`src/core/lin_guard_pkg.sv`:
```
package lin_guard_pkg;

  // clock rate in kHz (10 MHz)
  localparam int unsigned CLK_KHZ            = 10000;
  // wake filter window in microseconds
  localparam int unsigned WAKE_MIN_US        = 30;
  localparam int unsigned WAKE_MAX_US        = 150;
  // least time rounds up, longest time rounds down
  localparam int unsigned WAKE_MIN_CYC       = (WAKE_MIN_US * CLK_KHZ + 999) / 1000;
  localparam int unsigned WAKE_MAX_CYC       = (WAKE_MAX_US * CLK_KHZ) / 1000;
  // chosen filter length inside the window
  localparam int unsigned WAKE_FILT_CYC      = WAKE_MIN_CYC + 1;
  // default clamp detection length in cycles
  localparam int unsigned CLAMP_CYC          = 16;
  localparam int unsigned CNT_W              = 12;
  // counter reset value
  localparam logic [CNT_W-1:0] CNT_RST       = 12'h000;
  // idle recessive level of txd history and rxd after reset
  localparam logic             LVL_RECESSIVE = 1'b1;

  // transmitter gate state, one-hot
  typedef enum logic [2:0] {
    TX_RUN  = 3'h1,
    TX_HOT  = 3'h2,
    TX_ARM  = 3'h4
  } tx_state_type;

  // pin group from the protocol handler side
  typedef struct packed {
    logic txd;      // transmit input, 0 = dominant
    logic rx_only;  // receive-only mode selected by software
    logic wake_cap; // wake-capable mode selected
    logic resume;   // software resume command pulse
  } host_in_type;

  // status group towards the system basis chip
  typedef struct packed {
    logic clamp_fault; // diagnosed recessive clamp
    logic wake;        // qualified bus wake-up pulse
    logic tx_blocked;  // driver held inactive
  } status_type;

endpackage : lin_guard_pkg

```
`src/core/lin_transmit_fault_guard.sv`:
```
`timescale 1ns/100ps
`default_nettype none
module lin_transmit_fault_guard #(
  parameter int unsigned CLAMP_LEN = lin_guard_pkg::CLAMP_CYC
) (
  input  wire logic                       i_clk,
  input  wire logic                       i_rstn,
  input  wire lin_guard_pkg::host_in_type i_host,
  input  wire logic                       i_overtemp,
  input  wire logic                       i_bus_rx,
  input  wire logic                       i_rxd_pin,
  output logic                            o_bus_drv_dom,
  output logic                            o_rxd,
  output lin_guard_pkg::status_type       o_status
);
  import lin_guard_pkg::*;

  tx_state_type     state_q;       // thermal gate state
  tx_state_type     state_d;       // next thermal gate state
  logic             txd_q;         // previous transmit input
  logic             clamp_q;       // clamp fault flag
  logic             wake_q;        // wake pulse register
  logic             wake_seen_q;   // wake already reported for phase
  logic [CNT_W-1:0] clamp_cnt_q;   // coincidence counter
  logic [CNT_W-1:0] dom_cnt_q;     // dominant phase length counter
  logic             rxd_q;         // registered receive output

  // decode wires
  wire txd_rise     = ~txd_q & i_host.txd;
  wire thermal_ok   = (state_q == TX_RUN);
  wire coincide     = ~i_bus_rx & i_rxd_pin;
  wire clamp_hit    = coincide && (clamp_cnt_q >= CNT_W'(CLAMP_LEN - 1));
  wire tx_gate      = thermal_ok & ~i_overtemp & ~clamp_q
                      & ~i_host.rx_only & ~i_host.wake_cap;
  wire wake_hit     = i_host.wake_cap && !wake_seen_q && !i_bus_rx
                      && (dom_cnt_q >= CNT_W'(WAKE_FILT_CYC - 1));

  // thermal gate next state
  // wait for edge
  always_comb begin
    state_d = state_q;
    case (state_q)
      TX_RUN:  if (i_overtemp) state_d = TX_HOT;  // shut driver
      TX_HOT:  if (!i_overtemp) state_d = TX_ARM; // cooled, arm
      TX_ARM: begin
        if (i_overtemp) state_d = TX_HOT;         // heated again
        else if (txd_rise) state_d = TX_RUN;      // recessive edge
      end
      default: state_d = TX_HOT;                  // safe recovery
    endcase
  end

  // thermal state register
  // automatic receive-only entry
  always_ff @(posedge i_clk or negedge i_rstn) begin
    if (!i_rstn) state_q <= TX_RUN;
    else         state_q <= state_d;
  end

  // transmit input history for edge detection
  always_ff @(posedge i_clk or negedge i_rstn) begin
    if (!i_rstn) txd_q <= LVL_RECESSIVE;
    else         txd_q <= i_host.txd;
  end

  // coincidence counter for clamp detection
  // consecutive cycle count
  always_ff @(posedge i_clk or negedge i_rstn) begin
    if (!i_rstn)       clamp_cnt_q <= CNT_RST;
    else if (!coincide) clamp_cnt_q <= CNT_RST;
    else if (!clamp_hit) clamp_cnt_q <= clamp_cnt_q + CNT_W'(1);
  end

  // clamp fault flag, detection wins over resume
  // flag clamp fault
  always_ff @(posedge i_clk or negedge i_rstn) begin
    if (!i_rstn)              clamp_q <= 1'b0;
    else if (clamp_hit)       clamp_q <= 1'b1;
    else if (i_host.resume)   clamp_q <= 1'b0;
  end

  // dominant phase length counter, saturating
  always_ff @(posedge i_clk or negedge i_rstn) begin
    if (!i_rstn)        dom_cnt_q <= CNT_RST;
    else if (i_bus_rx)  dom_cnt_q <= CNT_RST;
    else if (dom_cnt_q != {CNT_W{1'b1}})
      dom_cnt_q <= dom_cnt_q + CNT_W'(1);
  end

  // qualified wake pulse, once per dominant phase
  // filter dominant time
  always_ff @(posedge i_clk or negedge i_rstn) begin
    if (!i_rstn) begin
      wake_q      <= 1'b0;
      wake_seen_q <= 1'b0;
    end else begin
      wake_q      <= wake_hit;
      wake_seen_q <= i_bus_rx ? 1'b0 : (wake_seen_q | wake_hit);
    end
  end

  // driver and receive output registers
  // driver off when hot
  always_ff @(posedge i_clk or negedge i_rstn) begin
    if (!i_rstn) begin
      o_bus_drv_dom <= 1'b0;
      rxd_q         <= LVL_RECESSIVE;
    end else begin
      o_bus_drv_dom <= tx_gate & ~i_host.txd;
      rxd_q         <= i_bus_rx;
    end
  end

  assign o_rxd = rxd_q;
  // overtemperature has no status bit here
  // no thermal report
  // one driver for the whole status struct
  assign o_status = status_type'{
    clamp_fault: clamp_q,
    wake:        wake_q,
    tx_blocked:  ~o_bus_drv_dom & ~tx_gate
  };

  // checks
  property p_hot_no_drive;
    @(posedge i_clk) disable iff (!i_rstn)
      i_overtemp |=> !o_bus_drv_dom;
  endproperty
  a_hot_no_drive: assert property (p_hot_no_drive)
    else $error("driver active during overtemperature");

  property p_hot_rx_pass;
    @(posedge i_clk) disable iff (!i_rstn)
      i_overtemp |=> (o_rxd == $past(i_bus_rx));
  endproperty
  a_hot_rx_pass: assert property (p_hot_rx_pass)
    else $error("rxd not following bus while hot");

  property p_need_edge;
    @(posedge i_clk) disable iff (!i_rstn)
      (state_q == TX_ARM && !txd_rise) |=> state_q != TX_RUN;
  endproperty
  a_need_edge: assert property (p_need_edge)
    else $error("transmit released without recessive edge");

  property p_no_report;
    @(posedge i_clk) disable iff (!i_rstn)
      ($rose(i_overtemp) && !clamp_q && !clamp_hit) |=> !o_status.clamp_fault;
  endproperty
  a_no_report: assert property (p_no_report)
    else $error("overtemperature leaked into diagnostics");

  property p_clamp_block;
    @(posedge i_clk) disable iff (!i_rstn)
      clamp_q |=> !o_bus_drv_dom;
  endproperty
  a_clamp_block: assert property (p_clamp_block)
    else $error("driver active with clamp fault");

  property p_clamp_hold;
    @(posedge i_clk) disable iff (!i_rstn)
      (clamp_q && !i_host.resume) |=> clamp_q;
  endproperty
  a_clamp_hold: assert property (p_clamp_hold)
    else $error("clamp cleared without command");

  property p_wake_len;
    @(posedge i_clk) disable iff (!i_rstn)
      $rose(wake_q) |-> $past(dom_cnt_q) >= CNT_W'(WAKE_MIN_CYC - 1);
  endproperty
  a_wake_len: assert property (p_wake_len)
    else $error("wake on short dominant phase");

  property p_rx_only;
    @(posedge i_clk) disable iff (!i_rstn)
      i_host.rx_only |=> !o_bus_drv_dom;
  endproperty
  a_rx_only: assert property (p_rx_only)
    else $error("driver active in receive-only");

  property p_clamp_count;
    @(posedge i_clk) disable iff (!i_rstn)
      $rose(clamp_q) |-> $past(coincide);
  endproperty
  a_clamp_count: assert property (p_clamp_count)
    else $error("clamp set without coincidence");

  // wake filter must stay inside the allowed window
  property p_wake_max;
    @(posedge i_clk) disable iff (!i_rstn)
      $rose(wake_q) |-> $past(dom_cnt_q) < CNT_W'(WAKE_MAX_CYC);
  endproperty
  a_wake_max: assert property (p_wake_max)
    else $error("wake filter longer than allowed");

  // reception keeps running in receive-only mode
  property p_rx_only_pass;
    @(posedge i_clk) disable iff (!i_rstn)
      i_host.rx_only |=> (o_rxd == $past(i_bus_rx));
  endproperty
  a_rx_only_pass: assert property (p_rx_only_pass)
    else $error("rxd not following bus in receive-only");

  // clamp needs the full run of coincident cycles
  property p_clamp_len;
    @(posedge i_clk) disable iff (!i_rstn)
      $rose(clamp_q) |-> ($past(clamp_cnt_q) == CNT_W'(CLAMP_LEN - 1));
  endproperty
  a_clamp_len: assert property (p_clamp_len)
    else $error("clamp set before full coincidence count");

  c_hot: cover property (@(posedge i_clk) disable iff (!i_rstn)
    state_q == TX_ARM ##1 state_q == TX_RUN);
  c_clamp: cover property (@(posedge i_clk) disable iff (!i_rstn)
    $rose(clamp_q));
  c_wake: cover property (@(posedge i_clk) disable iff (!i_rstn)
    $rose(wake_q));
  c_resume: cover property (@(posedge i_clk) disable iff (!i_rstn)
    $fell(clamp_q));

endmodule : lin_transmit_fault_guard
`default_nettype wire

```
`config.mk`:
```
export PLATFORM = sky130hd
export DESIGN_NAME = lin_transmit_fault_guard
export DESIGN_NICKNAME = d
export VERILOG_FILES = /design/src/core/lin_guard_pkg.sv /design/src/core/lin_transmit_fault_guard.sv
export SDC_FILE = /design/constraint.sdc
export NUM_CORES = 1
export LEC_CHECK = 0
export BUFFER_PORTS_ARGS = -buffer_cell sky130_fd_sc_hd__buf_2
export CORE_MARGIN = 2
export CORE_UTILIZATION = 62
export DETAILED_ROUTE_END_ITERATION = 8
export HOLD_SLACK_MARGIN = 0.15
export PLACE_DENSITY = 0.83
export SLEW_MARGIN = 10
export SYNTH_ARGS = -nofsm -noshare
export SYNTH_HDL_FRONTEND = slang
export SYNTH_SLANG_ARGS = --single-unit
```
`constraint.sdc`:
```
create_clock -name i_clk -period 3.2 [get_ports i_clk]
set_input_delay 0.64 -clock i_clk [delete_from_list [all_inputs] [get_ports i_clk]]
set_output_delay 0.64 -clock i_clk [all_outputs]
set_load 0.01 [all_outputs]
```
==> results.ini <==
[status]
status = finished clean

[finish]
drive_above_1_share = 0.192
fill_cells = 189
final_area_sq_um = 1730
instances_no_fill = 197
antenna_cells = 0
syn_to_final_growth_pct = 8.50
finalNetCount = 178
utilization = 0.703

[setup_path]
required_ps = 2560
cp_num_buf_inv = 1
critical_path_class = reg2out
cpMaxStageDelayCell = dfstp_2
crit-reg2reg-capture = dom_cnt_q[1]
critPathCaptureType = output port
cp_top_family = flip-flops
reg2regPathDepth = 5
r2r_slack_ps = 1510
arrival_ps = 1400
cpPeakStageDelay_ps = 580
worstReg2RegStart = dom_cnt_q[1]
crit_path_cell_trace = nor2b_1 > a31oi_1 > buf_2
startpoint_type = flip-flop
crit_path_max_fanout = 5

[drt]
drt-initial-drc-count = 39
wirelength_mm = 2.93
wl_per_cell_um = 14.9
drc = 0
ant_nets = 0
avgViaCountPerCell = 5.99
vias = 1180
drtPass1Iterations = 4

[synth]
ys.flop_type = dfrtp_1
syn_inst = 150
yosysUniqueCellTypes = 38
synth-async-reset-ratio = 1.00
synth_mux_area_frac = 0.0323
ys_seq_elements = 33
synth_common_cells = 30 x dfrtp_1, 16 x nor2_1, 9 x nand2_1, 9 x nor3_1
synth.area.top_cells = dfrtp_1 47%, dfstp_2 5.0%, nor4_4 4.0%, nor2_1 3.8%, nor3_1 2.8%
yosysTopAreaCellShare = 0.472
synth_top_family_by_area = simple AND/OR/NAND/NOR gates
synth_compound_area_frac = 0.0889
netlist_area_sq_um = 1590
synth_nets = 162
synth_edf_count = 0
synth.most_common_cell = dfrtp_1
synth-simple-area-share = 0.275
synth_largest_area_cell = dfrtp_1
ys_seq_area_frac = 0.522
synth_fa_ha_area_frac = 0.0236
yosys_warnings = 0
synth_area_per_cell_sq_um = 10.6
synth-xor-area-share = 0.0275

[sta]
fin_setup_tns_ps = 0
setup_viol = 0
finalWorstSetupSlack_ps = 1160
period_share = 0.636
tightest_slew_ps = 696
slew_viol_final = 0
max_freq_ghz = 0.491
clock_skew_ps = 9.86
maxSlewHeadroom = 0.536
rsz0062_at_grt = no
hold_viol = 0
finalCriticalPeriod_ps = 2040

[grt]
globalRouteOverflowTotal = 0
antenna_found_initial = 0
grt.total_usage = 0.230
grt_max_degree = 34
grt_pass1_vias = 1152
grt_pass1_wl_mm = 4.68

[clocking]
clkTransAtPathRegs_ps = 100
cts.sinks = 33
ctsHoldBuffers = 0
insertion_delay_ps = 330
ctsHtreeMaxLevel = 2
cts_max_path_buffers = 2
cts_buffers = 5
cts_root_buffer = clkbuf_4
ctsResizeCount = 0
post_cts_buffers = 0
cts_tree = built

[floorplanning]
ios = 14
die_h_um = 54.6
die_w_um = 54.6
dieArea_sq_um = 2990
rows = 18
initial_core_util = 0.648
core_area_sq_um = 2450

[placed_design]
placedInstanceArea_sq_um = 1670
pre_cts_ws_ps = 1330
place.gp.congestion = 0.831
dp.cells = 189
io_buffers = 13
dpl.hpwl_mm = 2.10

[power_and_ir_drop]
powerDensity_nw_per_um2 = 409
ir_drop_mv = 0.297
leakage_nw = 0.806
combPwrFrac = 0.062
p_sw_frac = 0.253
p_int_mw = 0.527
p_seq_frac = 0.622
clkPwrFrac = 0.315
p_sw_mw = 0.179

[min_path]
hold_class = in2async

[flow_run]
drv_cap = 0

## cells by family after synthesis
| family | Yosys count |
|---|---|
| flip-flops | 33 |
| multiplexers | 5 |
| adder cells (fa/ha/maj) | 3 |
| buffers and inverters | 11 |
| AND/OR/NAND/NOR | 71 |
| AO/OA/AOI/OAI | 22 |
| XOR/XNOR | 5 |
## sequential cells by signal, indices dropped and copies added, names as in the netlist
name,count
clamp_cnt_q,12
dom_cnt_q,12
state_q,3
clamp_q,1
o_bus_drv_dom,1
o_rxd,1
txd_q,1
wake_q,1
wake_seen_q,1
## layout by cell type (no fill, tap or decap), drive strengths merged, types with 2 or more instances in the layout
cell	n
nor2	16
buf	13
nand3	8
ha	3
nand4	4
xor2	3
dfstp	3
xnor2	2
inv	7
nor3	9
nand2	9
and3	2
a21oi	7
o21ai	5
a31oi	3
clkbuf	5
clkinv	2
nor4	3
dfrtp	30
and2	8
and4	2
or3	2
mux2i	4
nand2b	2
nor2b	3
## layout make-up
| class | count | area (sq um) | area share |
|---|---|---|---|
| clock buffer | 5 | 37.5 | 0.0218 |
| multi-input combinational | 106 | 712 | 0.413 |
| timing repair buffer | 13 | 65.1 | 0.0377 |
| inverter | 7 | 26.3 | 0.0152 |
| clock inverter | 3 | 17.5 | 0.0102 |
| sequential | 33 | 830 | 0.481 |
| tap | 30 | 37.5 | 0.0218 |
## metrics by stage
stage	power (mW)	hold slack [ps]
floorplan	0.470	344
global placement	0.488	419
detailed placement	0.491	436
CTS	0.712	360
global route	0.737	387
finish	0.706	344
## power groups by stage
stage | clock network (mW) | registers (mW) | logic [mW]
6_report | 0.223 | 0.439 | 0.0440
5_1_grt | 0.245 | 0.441 | 0.0510
4_1_cts | 0.227 | 0.439 | 0.0456
3_5_place_dp | 0 | 0.447 | 0.0445
3_3_place_gp | 0 | 0.446 | 0.0425
2_1_floorplan | 0 | 0.445 | 0.0251
## worst max path at each step
stage / start / to / slack (ps) / depth (start not counted)
after floorplan: i_host[1] / o_status[0] / 1550 / 2
after global placement: i_host[1] / o_status[0] / 1340 / 4
after detailed placement: i_host[1] / o_status[0] / 1330 / 4
after CTS: state_q[0] / o_status[0] / 1160 / 3
after global routing: state_q[0] / o_status[0] / 1080 / 3
final: state_q[0] / o_status[0] / 1160 / 3
## metal layers
metal	track usage	vias to the layer above	share of wire	wire length (um)
li1	-	562	-	-
met1	0.249	571	0.41	1190
met2	0.397	42	0.53	1540
met3	0.0601	5	0.048	140
met4	0.138	0	0.018	54
met5	0	-	0	0
## worst register-to-register path, delay by kind of cell, from the launching register on
family	cells	cell delay, ps
AND/OR/NAND/NOR	3	600
flip-flops	1	430
adder cells (fa/ha/maj)	1	320
multiplexers	1	230
Power figures use the tool's default switching activity.
